File: src/hdl/serial_core_params.svh
/*
 Register offsets, field positions, reset values and counts for the serial core.
 Assumes inclusion by bare name from the core module only.
*/
`ifndef SERIAL_CORE_PARAMS_SVH
`define SERIAL_CORE_PARAMS_SVH
`define OFS_CTRL1 3'h0
`define OFS_CTRL2 3'h1
`define OFS_CTRL3 3'h2
`define OFS_STAT1 3'h3
`define OFS_STAT2 3'h4
`define OFS_DATA 3'h5
`define OFS_BAUD 3'h6
`define OFS_IRCTL 3'h7
`define C1_MODULE_ON 6
`define C1_CHAR9 4
`define C2_TXE_IE 7
`define C2_TXD_IE 6
`define C2_RXF_IE 5
`define C2_TX_ON 3
`define C2_RX_ON 2
`define C2_BRK 0
`define C3_RX9 7
`define C3_TX9 6
`define S1_TXE 7
`define S1_TXD 6
`define S1_RXF 5
`define S1_NF 2
`define S1_FE 1
`define S2_BRK 1
`define S2_RXACT 0
`define BR_SRC 7
`define BR_DIV_MSB 5
`define IR_ON 0
`define IR_CNT_HOLD 4'h7
`define IR_CNT_LAST 4'hf
`define RT_LAST 4'hf
`define RST_CTRL 8'h00
`define LEN_CHAR8 4'ha
`define LEN_CHAR9 4'hb
`endif

File: src/hdl/serial_core_pkg.sv
/*
 Types shared by the serial core: state enums and the register port carrier.
 Assumes nothing beyond a SystemVerilog compiler.
*/
package serial_core_pkg;
    typedef enum logic [1:0] {
        TX_IDLE = 2'b00,
        TX_DATA = 2'b01,
        TX_BRK = 2'b10,
        TX_FILL = 2'b11
    } tx_state_t;
    typedef enum logic [1:0] {
        RX_HUNT = 2'b00,
        RX_START = 2'b01,
        RX_BITS = 2'b10
    } rx_state_t;
    typedef struct packed {
        logic [2:0] addr;
        logic [7:0] wdata;
        logic wr;
        logic rd;
    } bus_req_t;
endpackage : serial_core_pkg

File: src/hdl/infrared_async_serial_core.sv
/*
 Serial transmitter and receiver with infrared receive decoder, baud generator and register port.
 Assumes a synchronous register master, synchronous pin inputs and an open-drain pull-up on the transmit pin.
*/
`timescale 1ns/1ps
`include "serial_core_params.svh"
module infrared_async_serial_core
    import serial_core_pkg::*;
(
    input wire logic core_clk, // 50 MHz core clock
    input wire logic sys_rst, // synchronous reset, active high
    input wire bus_req_t bus_req, // register request
    output logic [7:0] rd_data, // read data, cycle after read strobe
    input wire logic alt_src_tick, // one-cycle ticks of the alternate baud source
    input wire logic rx_pin_in, // receive pin level
    output logic tx_pin_out, // transmit pin drive value
    output logic tx_pin_oe, // transmit pin driven low while high
    output logic tx_irq, // transmitter interrupt request
    output logic rx_irq // receiver interrupt request
);
    logic serial_module_on, char9, tx_empty_irq_on, tx_done_irq_on, rx_full_irq_on;
    logic tx_on, rx_on, send_brk, tx_ninth_bit, baud_src_sel, ir_on;
    logic [`BR_DIV_MSB:0] baud_div;
    logic [7:0] tx_buf, rx_data;
    logic rx_ninth_bit, tx_buffer_empty, tx_done_flag, rx_buffer_full;
    logic noise_flag, framing_flag, break_seen, stat1_armed, stat2_armed;
    logic [`BR_DIV_MSB:0] div_cnt;
    logic tick32, tick16, half;
    logic rx_prev, ir_pend, ir_run, ir_jit, decoded_rx_line;
    logic [3:0] ir_cnt;
    logic ir_pulse, rx_line;
    tx_state_t tx_state, tx_next;
    logic [10:0] tx_shift;
    logic [3:0] tx_left, tx_rt, frame_len;
    logic idle_q, tx_on_prev, tx_bit, tx_slot, load_data;
    rx_state_t rx_state;
    logic [3:0] rt;
    logic [2:0] hist;
    logic [1:0] smp;
    logic [8:0] rx_shift;
    logic [3:0] bitcnt;
    logic last_bit, rx_noise;
    logic bit_val, frame_done, frame_brk, data_rd, data_wr, stat1_rd;

    function automatic logic maj3(input logic a, input logic b, input logic c);
        maj3 = (a & b) | (a & c) | (b & c);
    endfunction : maj3

    function automatic logic split3(input logic a, input logic b, input logic c);
        split3 = !((a == b) && (b == c));
    endfunction : split3

    assign data_rd = bus_req.rd && bus_req.addr == `OFS_DATA;
    assign data_wr = bus_req.wr && bus_req.addr == `OFS_DATA;
    assign stat1_rd = bus_req.rd && bus_req.addr == `OFS_STAT1;

    // Control registers
    always_ff @(posedge core_clk) begin
        if (sys_rst) begin
            {serial_module_on, char9} <= 2'h0;
            {tx_empty_irq_on, tx_done_irq_on, rx_full_irq_on, tx_on, rx_on, send_brk} <= 6'h00;
            {tx_ninth_bit, baud_src_sel, ir_on} <= 3'h0;
            baud_div <= '0;
            tx_buf <= `RST_CTRL;
        end else if (bus_req.wr) begin
            case (bus_req.addr)
                `OFS_CTRL1: begin
                    serial_module_on <= bus_req.wdata[`C1_MODULE_ON];
                    char9 <= bus_req.wdata[`C1_CHAR9];
                end
                `OFS_CTRL2: begin
                    tx_empty_irq_on <= bus_req.wdata[`C2_TXE_IE];
                    tx_done_irq_on <= bus_req.wdata[`C2_TXD_IE];
                    rx_full_irq_on <= bus_req.wdata[`C2_RXF_IE];
                    tx_on <= bus_req.wdata[`C2_TX_ON];
                    rx_on <= bus_req.wdata[`C2_RX_ON];
                    send_brk <= bus_req.wdata[`C2_BRK];
                end
                `OFS_CTRL3: tx_ninth_bit <= bus_req.wdata[`C3_TX9];
                `OFS_DATA: tx_buf <= bus_req.wdata;
                `OFS_BAUD: begin
                    baud_src_sel <= bus_req.wdata[`BR_SRC];
                    baud_div <= bus_req.wdata[`BR_DIV_MSB:0];
                end
                `OFS_IRCTL: ir_on <= bus_req.wdata[`IR_ON];
                default: ;
            endcase
        end
    end

    // Read port: data only in the cycle after the strobe
    always_ff @(posedge core_clk) begin
        if (sys_rst || !bus_req.rd) begin
            rd_data <= 8'h00;
        end else begin
            case (bus_req.addr)
                `OFS_CTRL1: rd_data <= {1'b0, serial_module_on, 1'b0, char9, 4'h0};
                `OFS_CTRL2: rd_data <= {tx_empty_irq_on, tx_done_irq_on, rx_full_irq_on, 1'b0,
                                        tx_on, rx_on, 1'b0, send_brk};
                `OFS_CTRL3: rd_data <= {rx_ninth_bit, tx_ninth_bit, 6'h00};
                `OFS_STAT1: rd_data <= {tx_buffer_empty, tx_done_flag, rx_buffer_full, 2'h0,
                                        noise_flag, framing_flag, 1'b0};
                `OFS_STAT2: rd_data <= {6'h00, break_seen, rx_state != RX_HUNT};
                `OFS_DATA: rd_data <= rx_data;
                `OFS_BAUD: rd_data <= {baud_src_sel, 1'b0, baud_div};
                default: rd_data <= {7'h00, ir_on};
            endcase
        end
    end

    // Baud generator: 32x tick from the chosen source, 16x on every second one
    always_ff @(posedge core_clk) begin
        if (sys_rst || !serial_module_on) begin
            div_cnt <= '0;
            {tick32, tick16, half} <= 3'h0;
        end else begin
            tick32 <= 1'b0;
            tick16 <= 1'b0;
            if (baud_src_sel ? alt_src_tick : 1'b1) begin
                if (div_cnt == baud_div) begin
                    div_cnt <= '0;
                    tick32 <= 1'b1;
                    half <= ~half;
                    tick16 <= half;
                end else begin
                    div_cnt <= div_cnt + 1'b1;
                end
            end
        end
    end

    // Infrared decoder: catch narrow pulses between 16x ticks
    assign ir_pulse = ir_pend || (rx_prev && !rx_pin_in);
    assign rx_line = ir_on ? decoded_rx_line : rx_pin_in;

    always_ff @(posedge core_clk) begin
        if (sys_rst) begin
            rx_prev <= 1'b1;
            ir_pend <= 1'b0;
            ir_run <= 1'b0;
            ir_jit <= 1'b0;
            ir_cnt <= 4'h0;
            decoded_rx_line <= 1'b1;
        end else begin
            rx_prev <= rx_pin_in;
            if (tick16) begin
                ir_pend <= 1'b0;
                if (!ir_run) begin
                    ir_jit <= 1'b0;
                    if (ir_pulse && !ir_jit) begin
                        ir_run <= 1'b1;
                        ir_cnt <= 4'h0;
                        decoded_rx_line <= 1'b0;
                    end
                end else if (ir_pulse && ir_cnt > `IR_CNT_HOLD) begin
                    ir_cnt <= 4'h0;
                end else if (ir_cnt == `IR_CNT_LAST) begin
                    ir_run <= 1'b0;
                    ir_jit <= 1'b1;
                    decoded_rx_line <= 1'b1;
                end else begin
                    ir_cnt <= ir_cnt + 1'b1;
                end
            end else if (rx_prev && !rx_pin_in) begin
                ir_pend <= 1'b1;
            end
        end
    end

    // Transmitter: pick the next character at each character boundary
    assign frame_len = char9 ? `LEN_CHAR9 : `LEN_CHAR8;
    assign tx_slot = tick16 && (tx_state == TX_IDLE || (tx_rt == `RT_LAST && tx_left == 4'h1));
    assign tx_bit = (tx_state == TX_IDLE) ? 1'b1 : tx_shift[0];

    always_comb begin
        if (send_brk && tx_on) begin
            tx_next = TX_BRK;
        end else if (idle_q) begin
            tx_next = TX_FILL;
        end else if (tx_on && tx_on_prev && !tx_buffer_empty) begin
            tx_next = TX_DATA;
        end else begin
            tx_next = TX_IDLE;
        end
    end
    assign load_data = tx_slot && tx_next == TX_DATA;

    always_ff @(posedge core_clk) begin
        if (sys_rst || !serial_module_on) begin
            tx_state <= TX_IDLE;
            tx_shift <= 11'h7ff;
            {tx_left, tx_rt} <= 8'h00;
            idle_q <= 1'b0;
            tx_on_prev <= 1'b0;
        end else begin
            tx_on_prev <= tx_on;
            if (tick16 && tx_state != TX_IDLE) begin
                tx_rt <= tx_rt + 1'b1;
                if (tx_rt == `RT_LAST) begin
                    tx_shift <= {1'b1, tx_shift[10:1]};
                    tx_left <= tx_left - 1'b1;
                end
            end
            if (tx_slot) begin
                tx_state <= tx_next;
                tx_rt <= 4'h0;
                tx_left <= frame_len;
                case (tx_next)
                    TX_BRK: tx_shift <= 11'h000;
                    TX_FILL: tx_shift <= 11'h7ff;
                    TX_DATA: tx_shift <= {1'b1, char9 ? tx_ninth_bit : 1'b1, tx_buf, 1'b0};
                    default: tx_shift <= 11'h7ff;
                endcase
            end
            // Set wins over the clear taken when the fill character starts
            if (tx_on && !tx_on_prev) begin
                idle_q <= 1'b1;
            end else if (tx_slot && tx_state == TX_BRK && !send_brk) begin
                idle_q <= 1'b1;
            end else if (tx_slot && tx_next == TX_FILL) begin
                idle_q <= 1'b0;
            end
        end
    end

    // Transmit flags; hand-over set wins over the software clear
    always_ff @(posedge core_clk) begin
        if (sys_rst) begin
            tx_buffer_empty <= 1'b1;
            tx_done_flag <= 1'b1;
            stat1_armed <= 1'b0;
        end else begin
            if (stat1_rd) begin
                stat1_armed <= 1'b1;
            end else if (data_wr || data_rd) begin
                stat1_armed <= 1'b0;
            end
            if (load_data) begin
                tx_buffer_empty <= 1'b1;
            end else if (data_wr && stat1_armed) begin
                tx_buffer_empty <= 1'b0;
            end
            tx_done_flag <= tx_state == TX_IDLE && tx_buffer_empty && !idle_q && !send_brk;
        end
    end

    // Receiver: majority of RT3, RT5, RT7 for the start bit, of RT8, RT9, RT10 for later bits, on the 16x sampling clock
    assign bit_val = maj3(smp[0], smp[1], rx_line);
    assign frame_done = tick16 && rx_state == RX_BITS && rt == 4'ha && bitcnt == (char9 ? 4'h9 : 4'h8);
    assign frame_brk = !bit_val && rx_shift == 9'h000;

    always_ff @(posedge core_clk) begin
        if (sys_rst || !serial_module_on || !rx_on) begin
            rx_state <= RX_HUNT;
            rt <= 4'h0;
            hist <= 3'h0;
            smp <= 2'h0;
            bitcnt <= 4'h0;
            {last_bit, rx_noise} <= 2'h0;
            rx_shift <= 9'h000;
        end else if (tick16) begin
            hist <= {hist[1:0], rx_line};
            rt <= rt + 1'b1;
            case (rx_state)
                RX_HUNT: begin
                    if (hist == 3'h7 && !rx_line) begin
                        rx_state <= RX_START;
                        rt <= 4'h1;
                        rx_noise <= 1'b0;
                        rx_shift <= 9'h000;
                    end
                end
                RX_START: begin
                    if (rt == 4'h3) smp[0] <= rx_line;
                    if (rt == 4'h5) smp[1] <= rx_line;
                    if (rt == 4'h7) begin
                        if (maj3(smp[0], smp[1], rx_line)) begin
                            rx_state <= RX_HUNT;
                        end else begin
                            rx_noise <= split3(smp[0], smp[1], rx_line);
                        end
                    end
                    if (rt == 4'h0) begin
                        rx_state <= RX_BITS;
                        bitcnt <= 4'h0;
                        last_bit <= 1'b0;
                    end
                end
                RX_BITS: begin
                    if (rt == 4'h8) smp[0] <= rx_line;
                    if (rt == 4'h9) smp[1] <= rx_line;
                    if (rt == 4'ha) begin
                        last_bit <= bit_val;
                        bitcnt <= bitcnt + 1'b1;
                        if (bitcnt < 4'h9) rx_shift[bitcnt] <= bit_val;
                        if (split3(smp[0], smp[1], rx_line)) rx_noise <= 1'b1;
                        if (frame_done) begin
                            rx_state <= RX_HUNT;
                            hist <= bit_val ? 3'h7 : 3'h0;
                        end
                    end else if ((rt > 4'ha || rt == 4'h0) && last_bit && hist[0] && !rx_line) begin
                        rt <= 4'h1;
                    end
                end
                default: rx_state <= RX_HUNT;
            endcase
        end
    end

    // Receive buffer and flags; a new character wins over the read clear
    always_ff @(posedge core_clk) begin
        if (sys_rst) begin
            rx_data <= 8'h00;
            rx_ninth_bit <= 1'b0;
            {rx_buffer_full, noise_flag, framing_flag, break_seen, stat2_armed} <= 5'h00;
        end else begin
            if (bus_req.rd && bus_req.addr == `OFS_STAT2) begin
                stat2_armed <= 1'b1;
            end else if (data_rd) begin
                stat2_armed <= 1'b0;
            end
            if (data_rd && stat1_armed) begin
                {rx_buffer_full, noise_flag, framing_flag} <= 3'h0;
            end
            if (data_rd && stat2_armed) begin
                break_seen <= 1'b0;
            end
            if (frame_done) begin
                rx_buffer_full <= 1'b1;
                framing_flag <= !bit_val;
                noise_flag <= rx_noise || split3(smp[0], smp[1], rx_line);
                rx_data <= frame_brk ? 8'h00 : rx_shift[7:0];
                rx_ninth_bit <= frame_brk ? 1'b0 : (char9 ? rx_shift[8] : rx_shift[7]);
                if (frame_brk) break_seen <= 1'b1;
            end
        end
    end

    // Pin and interrupt outputs
    always_ff @(posedge core_clk) begin
        if (sys_rst) begin
            {tx_pin_out, tx_pin_oe, tx_irq, rx_irq} <= 4'h0;
        end else begin
            tx_pin_out <= 1'b0;
            tx_pin_oe <= serial_module_on && !tx_bit;
            tx_irq <= (tx_buffer_empty && tx_empty_irq_on) || (tx_done_flag && tx_done_irq_on);
            rx_irq <= rx_buffer_full && rx_full_irq_on;
        end
    end
endmodule : infrared_async_serial_core

File: config.mk
export PLATFORM = sky130hd
export DESIGN_NAME = infrared_async_serial_core
export DESIGN_NICKNAME = d
export VERILOG_FILES = /design/src/hdl/serial_core_pkg.sv /design/src/hdl/infrared_async_serial_core.sv
export VERILOG_INCLUDE_DIRS = /design/src /design/src/hdl
export SDC_FILE = /design/constraint.sdc
export NUM_CORES = 1
export LEC_CHECK = 0
export ABC_AREA = 1
export ABC_CLOCK_PERIOD_IN_PS = 1700
export BUFFER_PORTS_ARGS = -buffer_cell sky130_fd_sc_hd__buf_2
export CAP_MARGIN = 5
export CORE_MARGIN = 1.5
export CORE_UTILIZATION = 45
export CTS_CLUSTER_SIZE = 20
export DETAILED_ROUTE_END_ITERATION = 10
export GPL_ROUTABILITY_DRIVEN = 0
export PLACE_DENSITY = 0.66
export SLEW_MARGIN = 20
export SYNTH_ARGS = -nofsm -noshare
export SYNTH_HDL_FRONTEND = slang
export SYNTH_SLANG_ARGS = --single-unit
File: constraint.sdc
create_clock -name core_clk -period 1.7 [get_ports core_clk]
set_input_delay 0.34 -clock core_clk [delete_from_list [all_inputs] [get_ports core_clk]]
set_output_delay 0.34 -clock core_clk [all_outputs]
set_load 0.005 [all_outputs]
-- Word level (Yosys, flattened, before mapping)
Index checks and enable logic that the tools add are counted.
- output and inout bits: 12
- input port bits: 17
- memory bits (writable): 0
- memory bits (read-only): 0
- flip-flop bits (word level): 119
- memories kept: 0
- logic and storage cells: 299
- bits in latches: 0
- add/subtract/negate cells: 6
- equality and inequality tests: 44
- shift-type cells: 0
- bitwise operators: 8
- multipliers: 0
- reductions and logical operators: 98
- muxes and demuxes: 87
- $lt $le $gt $ge: 5
- divide/modulo/power cells: 0
- operators by type and width (operator ; count):
    $pmux W8 S7 ; 1
    $mux W4 ; 12
    $mux W1 ; 44
    $logic_and A1 B1 Y1 ; 38
    $mux W11 ; 3
    $mux W9 ; 3
    $pmux W11 S2 ; 1
    $eq A4 B4 Y1 const B ; 5
    $reduce_bool A2 Y1 ; 10
    $ne A2 B2 Y1 const B ; 9
    $pmux W9 S2 ; 1
    $add A4 B1 Y4 const B ; 4
    $mux W2 ; 8
    $pmux W4 S2 ; 2
    $reduce_and A2 Y1 ; 8
    $reduce_and A4 Y1 ; 4
    $eq A3 B3 Y1 const B ; 5
    $logic_not A1 Y1 ; 13
    $mux W3 ; 4
    $ne A2 B1 Y1 const B ; 5
    $bwmux W9 ; 1
    $logic_not A9 Y1 ; 1
    $logic_or A1 B1 Y1 ; 9
    $ne A3 B3 Y1 const B ; 3
    other kinds (37) ; 54

-- Longest topological paths before layout
- word-level depth: 10
- gate-level depth with buffers: 11

-- Worst setup path before layout
No wires, ideal clock.
- path type: reg2reg
- from: register rx_state[0]
- to: register rx_data[0]
- setup slack: 0.152 ns
- path buffers: 2
- cell stages (with the launch flop): 11
- arrival time: 1.429 ns
- required time: 1.581 ns
- library setup time: 0.119 ns
- cell sequence: dfxtp_1 > inv_1 > ha_1 > buf_4 > inv_2 > nor2_1 > nand3_2 > inv_2 > buf_6 > o21ai_0 > a21oi_1
- word-level cells in the longest chain between the ends: 4
- ends and longest elaborated chain (what ; line ; text):
    start: declaration ; infrared_async_serial_core.sv:36 ; rx_state_t rx_state;
    start signal: assignment ; infrared_async_serial_core.sv:254 ; rx_state <= RX_HUNT;
    start signal: assignment ; infrared_async_serial_core.sv:267 ; rx_state <= RX_START;
    start signal: assignment ; infrared_async_serial_core.sv:278 ; rx_state <= RX_HUNT;
    $eq A2 B2 Y1 ; infrared_async_serial_core.sv:249 ; assign frame_done = tick16 && rx_state == RX_BITS && rt == 4'ha && bitcnt == (char9 ? 4'h9 : 4'h8);
    $logic_and A1 B1 Y1 (3 in a row) ; infrared_async_serial_core.sv:249 ;
    end signal: assignment ; infrared_async_serial_core.sv:332 ; rx_data <= frame_brk ? 8'h00 : rx_shift[7:0];
    end: declaration ; infrared_async_serial_core.sv:24 ; logic [7:0] tx_buf, rx_data;
No other way between the ends.
A chain may end at the register's enable or synchronous reset.

-- Worst setup path after layout
- from: register tx_buffer_empty
- to: register tx_shift[6]
- word-level cells in the longest chain between the ends: 8
- elaborated cells between the ends (all ways): 9
- ends and longest elaborated chain (what ; line ; text):
    start: declaration ; infrared_async_serial_core.sv:25 ; logic rx_ninth_bit, tx_buffer_empty, tx_done_flag, rx_buffer_full;
    start signal: assignment ; infrared_async_serial_core.sv:229 ; tx_buffer_empty <= 1'b1;
    start signal: assignment ; infrared_async_serial_core.sv:239 ; tx_buffer_empty <= 1'b1;
    start signal: assignment ; infrared_async_serial_core.sv:241 ; tx_buffer_empty <= 1'b0;
    $logic_not A1 Y1 (*) ; infrared_async_serial_core.sv:180 ; end else if (tx_on && tx_on_prev && !tx_buffer_empty) begin
    $logic_and A1 B1 Y1 (*) ; infrared_async_serial_core.sv:180 ;
    $mux W1 (*) ; infrared_async_serial_core.sv:180 ;
    $mux W2 (*) ; infrared_async_serial_core.sv:178 ; end else if (idle_q) begin
    $mux W2 (*) ; infrared_async_serial_core.sv:176 ; if (send_brk && tx_on) begin
    via tx_next[0] ; infrared_async_serial_core.sv:32 ; tx_state_t tx_state, tx_next;
    $eq A2 B1 Y1 / $eq A2 B2 Y1 (equally long branches) ; infrared_async_serial_core.sv:208 ; case (tx_next)
    $pmux W11 S2 (*) ; infrared_async_serial_core.sv:208 ;
    $mux W11 (*) ; infrared_async_serial_core.sv:204 ; if (tx_slot) begin
    end signal: assignment ; infrared_async_serial_core.sv:200 ; tx_shift <= {1'b1, tx_shift[10:1]};
    end signal: assignment ; infrared_async_serial_core.sv:211 ; TX_DATA: tx_shift <= {1'b1, char9 ? tx_ninth_bit : 1'b1, tx_buf, 1'b0};
    end: declaration ; infrared_async_serial_core.sv:33 ; logic [10:0] tx_shift;
The timed path passes the listed nets; every way through them passes the cells marked *.

==> key figures <==
Floorplan
  • Row count: 41
  • Initial Util: 0.462
  • Full die area: 13700 um2
  • Die Span Y: 117 um
  • CORE AREA: 12700 um2
  • Die width: 117 um
  • Io pins: 29

Timing
  • Worst Skew: 0.00713 ns
  • FMAX: 614 MHz
  • Clock period minus worst slack: 1.63 ns
  • Ratio of final minimum period to clock period: 0.958
  • Final WS setup: 0.0717 ns
  • Slew Viols, Final: 0
  • Final Hold Fails: 0
  • # setup viols final: 0

Final layout
  • Fraction of layout cells with a size suffix above 1: 0.161
  • Area delta synth->final: 18.7%
  • Nets@finish: 902
  • Final Util: 0.549

Route
  • Number of DRC markers in iteration 0: 349
  • Via/cell ratio: 5.04
  • Router iterations before antenna repair: 6
  • Post-route DRC: 0
  • Vias: 5282
  • DRT antenna net count: 0
  • Final WL: 14.3 mm
  • Avg WL per Cell: 13.7 um

Worst setup path
  • Largest stage delay, worst path: 0.34 ns
  • Stages on the worst setup path: 10
  • Worst Path Required: 2.07 ns
  • Crit start category: register
  • Kind of critical path: register to register
  • Cell chain of the critical path: inv_1 -> a31o_2 -> and2_1 -> inv_1 -> ha_1 -> nor2_2 -> nand2_2 -> nand3_1 -> nand2_1 -> nand2_1
  • Worst-path maximum fanout: 5
  • CP bufs+invs: 2
  • Cells on worst reg2reg path: 10
  • Worst path slowest cell: dfxtp_2
  • CP top delay family: simple AND/OR/NAND/NOR gates
  • CP Capture Type: register
  • WP data arrival: 2.00 ns

Global route
  • Initial antenna violation count: 1
  • Vias in the first global route: 4640
  • Largest net degree at the start of global routing: 28
  • First-pass GRT wire length: 22.9 mm
  • Total gr overflow: 0
  • Gr usage total: 0.219

Logic synthesis
  • Synth cell types: 49
  • Yosys warning count: 0
  • Post-synth EDFFs: 0
  • Syn Std Cell Area: 5860 um2
  • Syn nets: 851
  • Mean Syn Cell Area: 7.22 um2
  • Mapped Cells: 811
  • Top cell type's share of synthesized area: 0.407
  • Area leader, netlist: dfxtp_1
  • Async SR Flop Fraction: 0
  • Top post-synthesis cells by area: dfxtp_1, nand2_1, a21oi_1
  • Ys flop type: dfxtp_1
  • #FFs+latches synth: 119
  • Register area share after synthesis: 0.407

Pwr
  • P per Cell Area: 939 nW/um2
  • Peak supply drop: 0.730 mV
  • Tot Pwr: 6.53 mW
  • Leak pwr: 2.79 nW

CTS
  • Clk sinks: 119
  • Clock root cell: clkbuf_16
  • Total CTS buffers: 17
  • Clk_lat worst skew: 0.42 ns
  • Clock-pin slew on the worst setup and hold paths: 0.06 ns
  • CTS tree: built
  • # H-tree levels: 4
  • CTS max path bufs: 2

Place
  • HPWL Detailed: 10.2 mm
  • Port buffer count: 27
  • DP Worst Slack: 0.00922 ns

Run status
  • Outcome: complete, no violations

Flow run
  • Max cap viols: 0

Worst hold path
  • Worst Hold Class: input port to register
  • WHS Path Cells: 3
[what timing repair did]
item	in CTS	in global routing
buffers inserted	0	2
cloned	1	2
setup endpoints to repair	6	42
resized for setup	5	17
endpoints found under the hold margin	0	0
pin swaps	2	8
hold buffers	0	0
[area by class of cell]
| cell class | instances | area (um2) |
|---|---|---|
| clock buffers | 19 | 443 |
| fillers | 1227 | 5720 |
| clock inverters | 13 | 131 |
| inverters | 112 | 424 |
| flip-flops and latches | 119 | 2390 |
| well taps | 172 | 215 |
| multi-input cells | 558 | 2980 |
| repair buffers | 54 | 363 |
| diodes | 1 | 2.50 |
[cells in the mapped netlist (4+ instances only)]
cell type	number
o21bai_1	10
a21oi_1	90
nor2_1	67
nand2_2	6
xor2_1	5
or2_2	4
nand3_1	71
o21ai_0	47
ha_1	23
inv_1	102
nor3_1	15
nand2_1	159
dfxtp_1	119
buf_2	5
buf_6	4
clkbuf_1	11
inv_2	9
buf_4	4
nand4_1	8
[where the power goes]
part           total (mW)  leakage [nW]  switching, mW  internal, mW
logic               0.220          1.54          0.147        0.0731
clock network        3.47         0.282           1.30          2.18
registers            2.83         0.963         0.0158          2.82
total                6.53          2.79           1.46          5.07
[cells in the final DEF, fill, tap and decap left out, types with 4 or more instances in the layout]
cell       count
nand2_1      158
dfxtp_1      114
inv_1         98
a21oi_1       90
nand3_1       70
nor2_1        65
o21ai_0       47
buf_2         27
buf_4         25
ha_1          21
clkbuf_16     17
nor3_1        15
inv_2         12
o21bai_1      10
nand2_2        8
nand4_1        8
clkinv_2       7
xor2_1         5
dfxtp_2        5
nor2_2         4
nor2_4         4
or2_2          4
[logic make-up (layout without fill, tap and decap cells)]
family,after synthesis,in the layout,share of synthesized area
xor+xnor,8,8,0.0120
simple gates,345,348,0.263
fa+ha+maj,23,23,0.0491
buf+inv,137,198,0.0968
other cells,1,2,0.000640
compound gates,178,178,0.172
flops,119,119,0.407
[flip-flops by register name (all words and copies together), names as in the netlist, 2 cells and up]
register / count
tx_buf: 8
rx_data: 8
hist: 3
rt: 4
tx_left: 4
tx_rt: 4
bitcnt: 4
div_cnt: 6
rd_data: 8
baud_div: 6
rx_shift: 9
tx_state: 2
rx_state: 2
smp: 2
ir_cnt: 4
tx_shift: 11
[metal layers]
| layer | GRT usage | wire length [um] | up-vias |
|---|---|---|---|
| met5 | 0 | 0 | - |
| met4 | 0.0667 | 165 | 0 |
| met2 | 0.327 | 6300 | 137 |
| li1 | - | - | 2771 |
| met1 | 0.304 | 7030 | 2358 |
| met3 | 0.0654 | 811 | 16 |
[per-stage QoR]
step,TNS [ns],instance area (um2),cells,hold slack (ns)
after floorplan,0,5860,811,0.400
after global placement,0,6280,1010,0.454
after detailed placement,0,6280,1010,0.453
after CTS,0,6890,1043,0.120
after global routing,-0.200,6950,1048,0.145
final,0,6950,1048,0.132
[worst min-delay path, cell delays in order]
cell	delay, ns
buf_2	0.08
inv_2	0.05
nand2_1	0.05
[worst paths after layout]
kind                   start     endpoint  slack, ns
min                rx_pin_in      rx_prev       0.13
max          tx_buffer_empty  tx_shift[6]       0.07
max reg2reg  tx_buffer_empty  tx_shift[6]       0.07
min reg2reg          hist[2]      hist[2]       0.46
(Power assumes the default switching activity.)
